`src/logic/switch_global_defs.svh`:
```
`ifndef SWITCH_GLOBAL_DEFS_SVH
`define SWITCH_GLOBAL_DEFS_SVH

// Register offsets
`define OFS_MII_STORM_HIGH 8'h06
`define OFS_STORM_LOW 8'h07
`define OFS_FACTORY_A 8'h08
`define OFS_FACTORY_B 8'h09
`define OFS_FACTORY_C 8'h0A
`define OFS_LED_TPID 8'h0B

// Field positions
`define BIT_FLOW_CTRL 5
`define BIT_SPEED_10 4
`define BIT_NULL_VID 3
`define BIT_LED_MODE 1
`define BIT_SPECIAL_TPID 0

// Reset values
`define RST_STORM_HIGH 3'h0
`define RST_STORM_LOW 8'h4A
`define RST_FACTORY_A 8'h24
`define RST_FACTORY_B 8'h28
`define RST_FACTORY_C 8'h24
`define RST_NULL_VID 1'h0
`define RST_SPECIAL_TPID 1'h0

// Timing
`define CLOCK_KHZ 10000
`define STORM_PERIOD_FAST_MS 50
`define STORM_PERIOD_SLOW_MS 500
`define STRAP_SETTLE_CYCLES 2'h3

`endif

```
`src/logic/switch_global_pkg.sv`:
```
package switch_global_pkg;

  typedef struct packed {
    logic wr;
    logic rd;
    logic [7:0] addr;
    logic [7:0] wdata;
  } reg_req_t;

  typedef struct packed {
    logic link_act;
    logic speed_100;
    logic full_duplex;
    logic collision;
  } port_status_t;

  typedef enum logic [0:0] {
    STRAP_SETTLE = 1'b0,
    STRAP_DONE = 1'b1
  } strap_phase_t;

endpackage : switch_global_pkg

```
`src/logic/switch_global_control_regs.sv`:
```
`timescale 1ns/1ps
`include "switch_global_defs.svh"

// Operation
// Flow-control bit set enables full-duplex flow control on switch MII.
// Flow-control bit loads from its strap pin at reset; low disables.
// Speed bit selects switch MII speed: 1 is 10Mbps, 0 is 100Mbps.
// Speed bit loads from speed strap at reset; low gives 100Mbps.
// Null-VID bit replaces a null VLAN ID with the port VID; resets 0.
// Eleven-bit storm threshold joins high three bits and low byte register.
// Storm period is 50ms at 100Mb/s and 500ms at 10Mb/s.
// Threshold resets to high bits 000 and low byte 0x4A.
// LED mode bit maps three port LEDs; reset value from strap pin.
// Reserved bits read zero; factory-test registers do not alter behaviour.
module switch_global_control_regs #(
  parameter int unsigned PERIOD_FAST_CYCLES = `STORM_PERIOD_FAST_MS * `CLOCK_KHZ,
  parameter int unsigned PERIOD_SLOW_CYCLES = `STORM_PERIOD_SLOW_MS * `CLOCK_KHZ
) (
  input wire logic clock,
  input wire logic reset_n,
  input switch_global_pkg::reg_req_t reg_req,
  output logic [7:0] reg_rdata,
  input wire logic flow_ctrl_strap_pin,
  input wire logic speed_strap_pin,
  input wire logic led_select_strap_pin,
  output logic mii_flow_ctrl_en,
  output logic mii_speed_10,
  output logic special_tpid_mode,
  input wire logic [11:0] vid_in,
  input wire logic [11:0] port_vid,
  output logic [11:0] vid_out,
  input wire logic [4:0] storm_enable,
  input wire logic [4:0] port_speed_10,
  input wire logic [4:0] block_seen,
  output logic [4:0] storm_limit_hit,
  output logic [10:0] storm_threshold,
  input switch_global_pkg::port_status_t [4:0] port_status,
  output logic [4:0] port_led_two,
  output logic [4:0] port_led_one,
  output logic [4:0] port_led_zero
);

  localparam logic [22:0] FAST_LIM = 23'(PERIOD_FAST_CYCLES - 1);
  localparam logic [22:0] SLOW_LIM = 23'(PERIOD_SLOW_CYCLES - 1);

  logic rst_s1_q;
  logic rst_n_q;

  always_ff @(posedge clock or negedge reset_n) begin
    if (!reset_n) begin
      rst_s1_q <= 1'b0;
      rst_n_q <= 1'b0;
    end else begin
      rst_s1_q <= 1'b1;
      rst_n_q <= rst_s1_q;
    end
  end

  // Strap synchronisers
  logic [2:0] strap_s1_q, strap_s2_q, strap_s3_q;
  switch_global_pkg::strap_phase_t phase_q, phase_d;
  logic [1:0] settle_q, settle_d;

  // Registers
  logic flow_q, flow_d;
  logic speed10_q, speed10_d;
  logic nullvid_q, nullvid_d;
  logic [2:0] storm_hi_q, storm_hi_d;
  logic [7:0] storm_lo_q, storm_lo_d;
  logic [7:0] fta_q, fta_d, ftb_q, ftb_d, ftc_q, ftc_d;
  logic led_mode_q, led_mode_d;
  logic tpid_q, tpid_d;
  logic [7:0] rdata_q, rdata_d;
  logic [11:0] vid_q, vid_d;
  logic wr_ok;

  assign wr_ok = reg_req.wr && (phase_q == switch_global_pkg::STRAP_DONE);

  always_comb begin
    phase_d = phase_q;
    settle_d = settle_q;
    flow_d = flow_q;
    speed10_d = speed10_q;
    nullvid_d = nullvid_q;
    storm_hi_d = storm_hi_q;
    storm_lo_d = storm_lo_q;
    fta_d = fta_q;
    ftb_d = ftb_q;
    ftc_d = ftc_q;
    led_mode_d = led_mode_q;
    tpid_d = tpid_q;
    unique case (phase_q)
      switch_global_pkg::STRAP_SETTLE: begin
        if (settle_q == `STRAP_SETTLE_CYCLES && strap_s2_q == strap_s3_q) begin
          phase_d = switch_global_pkg::STRAP_DONE;
          flow_d = strap_s3_q[2];
          speed10_d = strap_s3_q[1];
          led_mode_d = strap_s3_q[0];
        end else if (settle_q != `STRAP_SETTLE_CYCLES) begin
          settle_d = settle_q + 2'h1;
        end
      end
      switch_global_pkg::STRAP_DONE: begin
        if (wr_ok) begin
          unique case (reg_req.addr)
            `OFS_MII_STORM_HIGH: begin
              flow_d = reg_req.wdata[`BIT_FLOW_CTRL];
              speed10_d = reg_req.wdata[`BIT_SPEED_10];
              nullvid_d = reg_req.wdata[`BIT_NULL_VID];
              storm_hi_d = reg_req.wdata[2:0];
            end
            `OFS_STORM_LOW: storm_lo_d = reg_req.wdata;
            `OFS_FACTORY_A: fta_d = reg_req.wdata;
            `OFS_FACTORY_B: ftb_d = reg_req.wdata;
            `OFS_FACTORY_C: ftc_d = reg_req.wdata;
            `OFS_LED_TPID: begin
              led_mode_d = reg_req.wdata[`BIT_LED_MODE];
              tpid_d = reg_req.wdata[`BIT_SPECIAL_TPID];
            end
            default: begin
            end
          endcase
        end
      end
    endcase
  end

  // Read path and VID replacement
  always_comb begin
    rdata_d = rdata_q;
    if (reg_req.rd) begin
      unique case (reg_req.addr)
        `OFS_MII_STORM_HIGH: rdata_d = {2'h0, flow_q, speed10_q, nullvid_q, storm_hi_q};
        `OFS_STORM_LOW: rdata_d = storm_lo_q;
        `OFS_FACTORY_A: rdata_d = fta_q;
        `OFS_FACTORY_B: rdata_d = ftb_q;
        `OFS_FACTORY_C: rdata_d = ftc_q;
        `OFS_LED_TPID: rdata_d = {6'h00, led_mode_q, tpid_q};
        default: rdata_d = 8'h00;
      endcase
    end
    vid_d = (nullvid_q && vid_in == 12'h000) ? port_vid : vid_in;
  end

  always_ff @(posedge clock or negedge rst_n_q) begin
    if (!rst_n_q) begin
      strap_s1_q <= 3'h0;
      strap_s2_q <= 3'h0;
      strap_s3_q <= 3'h0;
      phase_q <= switch_global_pkg::STRAP_SETTLE;
      settle_q <= 2'h0;
      flow_q <= 1'b0;
      speed10_q <= 1'b0;
      nullvid_q <= `RST_NULL_VID;
      storm_hi_q <= `RST_STORM_HIGH;
      storm_lo_q <= `RST_STORM_LOW;
      fta_q <= `RST_FACTORY_A;
      ftb_q <= `RST_FACTORY_B;
      ftc_q <= `RST_FACTORY_C;
      led_mode_q <= 1'b0;
      tpid_q <= `RST_SPECIAL_TPID;
      rdata_q <= 8'h00;
      vid_q <= 12'h000;
    end else begin
      strap_s1_q <= {flow_ctrl_strap_pin, speed_strap_pin, led_select_strap_pin};
      strap_s2_q <= strap_s1_q;
      strap_s3_q <= strap_s2_q;
      phase_q <= phase_d;
      settle_q <= settle_d;
      flow_q <= flow_d;
      speed10_q <= speed10_d;
      nullvid_q <= nullvid_d;
      storm_hi_q <= storm_hi_d;
      storm_lo_q <= storm_lo_d;
      fta_q <= fta_d;
      ftb_q <= ftb_d;
      ftc_q <= ftc_d;
      led_mode_q <= led_mode_d;
      tpid_q <= tpid_d;
      rdata_q <= rdata_d;
      vid_q <= vid_d;
    end
  end

  assign reg_rdata = rdata_q;
  assign mii_flow_ctrl_en = flow_q;
  assign mii_speed_10 = speed10_q;
  assign special_tpid_mode = tpid_q;
  assign vid_out = vid_q;
  assign storm_threshold = {storm_hi_q, storm_lo_q};

  // Per-port storm period and block counting
  logic [22:0] per_cnt_q [5];
  logic [22:0] per_cnt_d [5];
  logic [11:0] blk_cnt_q [5];
  logic [11:0] blk_cnt_d [5];

  always_comb begin
    for (int p = 0; p < 5; p++) begin
      per_cnt_d[p] = per_cnt_q[p] + 23'h1;
      blk_cnt_d[p] = blk_cnt_q[p];
      if (per_cnt_q[p] >= (port_speed_10[p] ? SLOW_LIM : FAST_LIM)) begin
        per_cnt_d[p] = 23'h0;
        blk_cnt_d[p] = 12'h000;
      end else if (block_seen[p] && blk_cnt_q[p] != 12'hFFF) begin
        blk_cnt_d[p] = blk_cnt_q[p] + 12'h1;
      end
      storm_limit_hit[p] = storm_enable[p] && (blk_cnt_q[p] >= {1'b0, storm_threshold});
    end
  end

  always_ff @(posedge clock or negedge rst_n_q) begin
    if (!rst_n_q) begin
      for (int p = 0; p < 5; p++) begin
        per_cnt_q[p] <= 23'h0;
        blk_cnt_q[p] <= 12'h000;
      end
    end else begin
      for (int p = 0; p < 5; p++) begin
        per_cnt_q[p] <= per_cnt_d[p];
        blk_cnt_q[p] <= blk_cnt_d[p];
      end
    end
  end

  // LED mapping
  always_comb begin
    for (int p = 0; p < 5; p++) begin
      if (led_mode_q) begin
        port_led_two[p] = port_status[p].link_act && port_status[p].speed_100;
        port_led_one[p] = port_status[p].link_act && !port_status[p].speed_100;
        port_led_zero[p] = port_status[p].full_duplex;
      end else begin
        port_led_two[p] = port_status[p].link_act;
        port_led_one[p] = port_status[p].full_duplex || port_status[p].collision;
        port_led_zero[p] = port_status[p].speed_100;
      end
    end
  end

  // Checks
  property p_flow_write;
    @(posedge clock) disable iff (!rst_n_q)
    wr_ok && reg_req.addr == `OFS_MII_STORM_HIGH
      |=> mii_flow_ctrl_en == $past(reg_req.wdata[`BIT_FLOW_CTRL]);
  endproperty
  a_flow_write: assert property (p_flow_write) else $error("flow bit not written");

  property p_flow_strap;
    @(posedge clock) disable iff (!rst_n_q)
    $rose(phase_q) |-> mii_flow_ctrl_en == $past(strap_s3_q[2]);
  endproperty
  a_flow_strap: assert property (p_flow_strap) else $error("flow strap not loaded");

  property p_speed_write;
    @(posedge clock) disable iff (!rst_n_q)
    wr_ok && reg_req.addr == `OFS_MII_STORM_HIGH
      |=> mii_speed_10 == $past(reg_req.wdata[`BIT_SPEED_10]);
  endproperty
  a_speed_write: assert property (p_speed_write) else $error("speed bit not written");

  property p_speed_strap;
    @(posedge clock) disable iff (!rst_n_q)
    $rose(phase_q) |-> mii_speed_10 == $past(strap_s3_q[1]);
  endproperty
  a_speed_strap: assert property (p_speed_strap) else $error("speed strap not loaded");

  property p_null_vid;
    @(posedge clock) disable iff (!rst_n_q)
    nullvid_q && vid_in == 12'h000 |=> vid_out == $past(port_vid);
  endproperty
  a_null_vid: assert property (p_null_vid) else $error("null VID not replaced");

  property p_storm_low;
    @(posedge clock) disable iff (!rst_n_q)
    wr_ok && reg_req.addr == `OFS_STORM_LOW |=> storm_threshold[7:0] == $past(reg_req.wdata);
  endproperty
  a_storm_low: assert property (p_storm_low) else $error("threshold low byte wrong");

  property p_period;
    @(posedge clock) disable iff (!rst_n_q)
    per_cnt_q[0] == FAST_LIM && !port_speed_10[0]
      |=> per_cnt_q[0] == 23'h0 && blk_cnt_q[0] == 12'h000;
  endproperty
  a_period: assert property (p_period) else $error("storm period not restarted");

  property p_storm_reset;
    @(posedge clock) disable iff (!rst_n_q)
    phase_q == switch_global_pkg::STRAP_SETTLE |-> storm_threshold == 11'h04A;
  endproperty
  a_storm_reset: assert property (p_storm_reset) else $error("threshold reset wrong");

  property p_led_mode1;
    @(posedge clock) disable iff (!rst_n_q)
    led_mode_q |-> port_led_one[0] == (port_status[0].link_act && !port_status[0].speed_100);
  endproperty
  a_led_mode1: assert property (p_led_mode1) else $error("led mode 1 mapping wrong");

  property p_reserved;
    @(posedge clock) disable iff (!rst_n_q)
    reg_req.rd && reg_req.addr == `OFS_LED_TPID |=> reg_rdata[7:2] == 6'h00;
  endproperty
  a_reserved: assert property (p_reserved) else $error("reserved bits not zero");

  c_strap_done: cover property (@(posedge clock) disable iff (!rst_n_q) $rose(phase_q));
  c_storm_hit: cover property (@(posedge clock) disable iff (!rst_n_q) storm_limit_hit[0]);
  c_vid_swap: cover property (@(posedge clock) disable iff (!rst_n_q)
    nullvid_q && vid_in == 12'h000);

endmodule : switch_global_control_regs

```
`config.mk`:
```
export PLATFORM = sky130hd
export DESIGN_NAME = switch_global_control_regs
export DESIGN_NICKNAME = d
export VERILOG_FILES = /design/src/logic/switch_global_pkg.sv /design/src/logic/switch_global_control_regs.sv
export VERILOG_INCLUDE_DIRS = /design/src /design/src/logic
export SDC_FILE = /design/constraint.sdc
export NUM_CORES = 1
export LEC_CHECK = 0
export BUFFER_PORTS_ARGS = -buffer_cell sky130_fd_sc_hd__buf_2
export CAP_MARGIN = 20
export CORE_ASPECT_RATIO = 0.8
export CORE_UTILIZATION = 35
export DETAILED_ROUTE_END_ITERATION = 8
export SYNTH_ARGS = -nofsm -noshare
export SYNTH_HDL_FRONTEND = slang
export SYNTH_SLANG_ARGS = --single-unit
```
`constraint.sdc`:
```
create_clock -name clock -period 8.5 [get_ports clock]
set_input_delay 1.7 -clock clock [delete_from_list [all_inputs] [get_ports clock]]
set_output_delay 1.7 -clock clock [all_outputs]
set_load 0.03 [all_outputs]
```
==> metrics.md <==
| Metric | Value |
|---|---|
| Worst Hold Class | `register to register` |
| Core Area | `0.03969 mm²` |
| Hold Vio Cnt, Final | `0` |
| Syn Area/Cell | `10.01 µm²` |
| Static Leakage | `7.634 nW` |
| Peak supply drop | `143.9 µV` |
| Post-synthesis register bit count | `249` |
| CTS Buf Count | `27` |
| Combinational Power Share | `21.3%` |
| Clk pwr share | `36.6%` |
| Internal | `2.478 mW` |
| Cell area after synthesis | `0.01417 mm²` |
| Top post-synthesis cells by area | `dfrtp_1 (42%), ha_1 (10%), xnor2_1 (4.6%)` |
| DR vias | `10.95k` |
| Avg WL per Cell | `15.50 µm` |
| Worst Slack Setup Final | `3418 ps` |
| Clock buffer depth | `3` |
| Die Width | `226.9 µm` |
| Detail Route Antenna Nets | `0` |
| Worst EP arrival | `3380 ps` |
| Met1 Usage GRT | `23.37%` |
| GR Util met2 | `24.80%` |
| Synth async-reset ratio | `100.0%` |
| Fin crit share | `59.79%` |
| Final #Nets | `1751` |
| Worst slack, placed | `4055 ps` |
| Port Buf Inserts | `135` |
| Sw frac | `31.13%` |
| Tot GR Track Use | `16.14%` |
| Layout area overhead | `16.31%` |
| Worst R2R Setup Slack | `5810 ps` |
| Final Max Tran Viols | `0` |
| Initial Util | `35.69%` |
| Final clock skew | `23.97 ps` |
| Overall Power | `3.599 mW` |
| Drt drc | `0` |
| Most used DFF post-synth | `dfrtp_1` |
| Crit Path Category | `register to output port` |
| Critical Path Max Stage Delay | `990 ps` |
| Share of the yosys chip area belonging to registers | `44.06%` |
| Minimum period implied by the final worst setup slack | `5082 ps` |
| Worst-margin pin slew | `1173 ps` |
| FP Rows | `65` |
| Kind of start point of the critical path | `register` |
| Netlist cell types | `67` |
| GRT met3 Usage | `2.848%` |
| Sum Neg Setup Slack | `0 ps` |
| CTS tree | `yes` |
| Ports | `136` |
| Clock Sinks | `249` |
| CTS clk-pin slew, worst paths | `70 ps` |
| Grt ovf | `0` |
| Root Buffer | `clkbuf_16` |
| First-pass GRT wire length | `55.01 mm` |
| Post-synth top area cell | `dfrtp_1` |
| Yosys warnings | `0` |
| Setup Buffers After CTS | `0` |
| RSZ-0062 raised after global routing | `no` |
| Run status | `complete, no violations` |
| Max-cap check violation count | `0` |
| Yosys top cell area share | `42.40%` |
| Post-Route WL | `32.70 mm` |
| Fin util | `41.52%` |
| Setup violations, final | `0` |
| Hold WS | `347.8 ps` |
| Vias in the first global route | `10.76k` |
| Worst slew slack as a fraction of its limit | `19.78%` |
| Sw Pwr | `1.120 mW` |
| EDFF count, synth | `0` |
| DPL Wire Length | `23.29 mm` |
| Fill cells | `3883` |
| Pwr Density | `218.4 mW/mm²` |
| Most Used Layer, Global Route | `met2` |
| Crit-path max FO | `6` |
| Setup crit end kind | `output port` |
| Drt pass-1 iters | `5` |
| Share of cells above drive strength 1 | `16.48%` |
| Post_cts resized | `0` |
| H-tree lvl count | `1` |
| Starting DRT DRC Count | `611` |
| Seq pwr share | `42.2%` |
| Die Ht | `181.9 µm` |
| Antenna violations before repair | `3` |
| Critical-path cell list | `inv_1, ha_1, a21o_1, a211o_1, a2111oi_0, nor3b_1, buf_2` |
| Die Footprint | `0.04129 mm²` |
| Skew-Pair Late Insertion Delay | `560 ps` |
| Hold Buf Count CTS | `0` |
| Req. time, crit path | `6800 ps` |
| GP Congestion | `0.8347` |
| Fmax | `0.1968 GHz` |
| Slowest-stage cell, CP | `a2111oi_0` |
| Cell count after synthesis | `1415` |
| Post-synth net total | `1613` |
| Largest net degree at the start of global routing | `76` |
| DR vias/cell | `5.187` |
## worst paths after layout
| path | from | end | depth (start not counted) |
|---|---|---|---|
| hold reg to reg | rst_s1_q | rst_n_q | 0 |
| setup reg to reg | per_cnt_q[36] | blk_cnt_q[22] | 7 |
| min in group asynchronous | rst_n_q | per_cnt_q[67] | 0 |
| max in group asynchronous | rst_n_q | reg_rdata[5] | 2 |
| hold / removal | rst_s1_q | rst_n_q | 0 |
| setup / recovery | storm_hi_q[1] | storm_limit_hit[0] | 7 |
## layout make-up
cell class | count | area (µm²) | area share, %
multi-input combinational | 1082 | 7622 | 46.26
sequential | 249 | 6246 | 37.91
timing repair buffer | 148 | 770.7 | 4.678
clock buffer | 30 | 706.9 | 4.290
tap | 536 | 670.6 | 4.070
clock inverter | 18 | 286.5 | 1.739
inverter | 45 | 168.9 | 1.025
antenna | 2 | 5.005 | 0.03037
## Yosys cell counts (3+ instances only)
master,count
dfrtp_1,240
nor2_1,169
ha_1,116
nor3_1,100
nand3_1,84
xnor2_1,74
xor2_1,74
nand2_1,71
nand4_1,46
inv_1,44
mux2_2,41
clkbuf_1,35
a21o_1,30
nor4_1,25
a21oi_1,21
and3_1,20
o21ai_0,19
and4_1,18
o2bb2ai_1,14
nor3b_1,12
a211o_1,11
nand2b_1,11
a2111oi_0,10
mux2i_1,10
dfstp_2,9
nor2b_1,8
a221oi_1,7
a31oi_1,7
a211oi_1,6
a22oi_1,6
nand4b_1,6
o21a_1,6
a21boi_0,5
and2_1,5
nor4b_1,4
o211ai_1,4
a41oi_1,3
o31ai_1,3
or3_1,3
## power groups by stage
stage / Clock [mW] / Sequential (mW) / Combinational, mW
finish: 1.32 / 1.52 / 0.765
global placement: 0 / 1.53 / 0.748
CTS: 1.36 / 1.52 / 0.775
floorplan: 0 / 1.51 / 0.548
detailed placement: 0 / 1.54 / 0.767
global route: 1.41 / 1.55 / 0.874
## worst max-delay path, delay by kind of cell, from the launching register on
kind                     cells  cell delay (ps)
AO/OA/AOI/OAI                3             1490
buffers and inverters        2              510
flip-flops                   1              390
adder cells (fa/ha/maj)      1              320
AND/OR/NAND/NOR              1              120
## metrics by stage
step | std cells | area, µm²
final | 2110 | 16480
after global routing | 2109 | 16470
after CTS | 2107 | 16470
after detailed placement | 2059 | 15470
after global placement | 2059 | 15470
after floorplan | 1415 | 14170
## state kept, by name (all words and copies together), names as in the netlist, 2 cells and up
| name | flops |
|---|---|
| fta_q | 8 |
| strap_s3_q | 3 |
| settle_q | 2 |
| storm_lo_q | 8 |
| blk_cnt_q | 60 |
| per_cnt_q | 115 |
| ftb_q | 8 |
| storm_hi_q | 3 |
| strap_s1_q | 3 |
| vid_out | 12 |
| reg_rdata | 8 |
| strap_s2_q | 3 |
| ftc_q | 8 |
## cells by family (layout without fill, tap and decap cells)
family / Yosys count / in the layout / share of synthesized area (%)
compound gates: 168 / 168 / 8.638
fa+ha+maj: 116 / 116 / 10.25
buf+inv: 84 / 241 / 2.296
other cells: 1 / 3 / 0.02647
simple gates: 598 / 598 / 21.61
flops: 249 / 249 / 44.06
mux: 51 / 51 / 3.966
xor+xnor: 148 / 148 / 9.150
## per-layer routing
metal | share of wire (%) | routed length, µm
met1 | 50 | 16480
met2 | 44 | 14270
met3 | 3.9 | 1267
met4 | 2.0 | 665
met5 | 0.040 | 13
## layout by cell type (no fill, tap or decap), types with 41 or more instances in the layout
| master | netlist | layout |
|---|---|---|
| buf_2 | 2 | 136 |
| dfrtp_1 | 240 | 239 |
| ha_1 | 116 | 116 |
| inv_1 | 44 | 44 |
| mux2_2 | 41 | 41 |
| nand2_1 | 71 | 71 |
| nand3_1 | 84 | 84 |
| nand4_1 | 46 | 46 |
| nor2_1 | 169 | 169 |
| nor3_1 | 100 | 100 |
| xnor2_1 | 74 | 74 |
| xor2_1 | 74 | 74 |
Note: power is estimated with default switching activity, not from simulation.
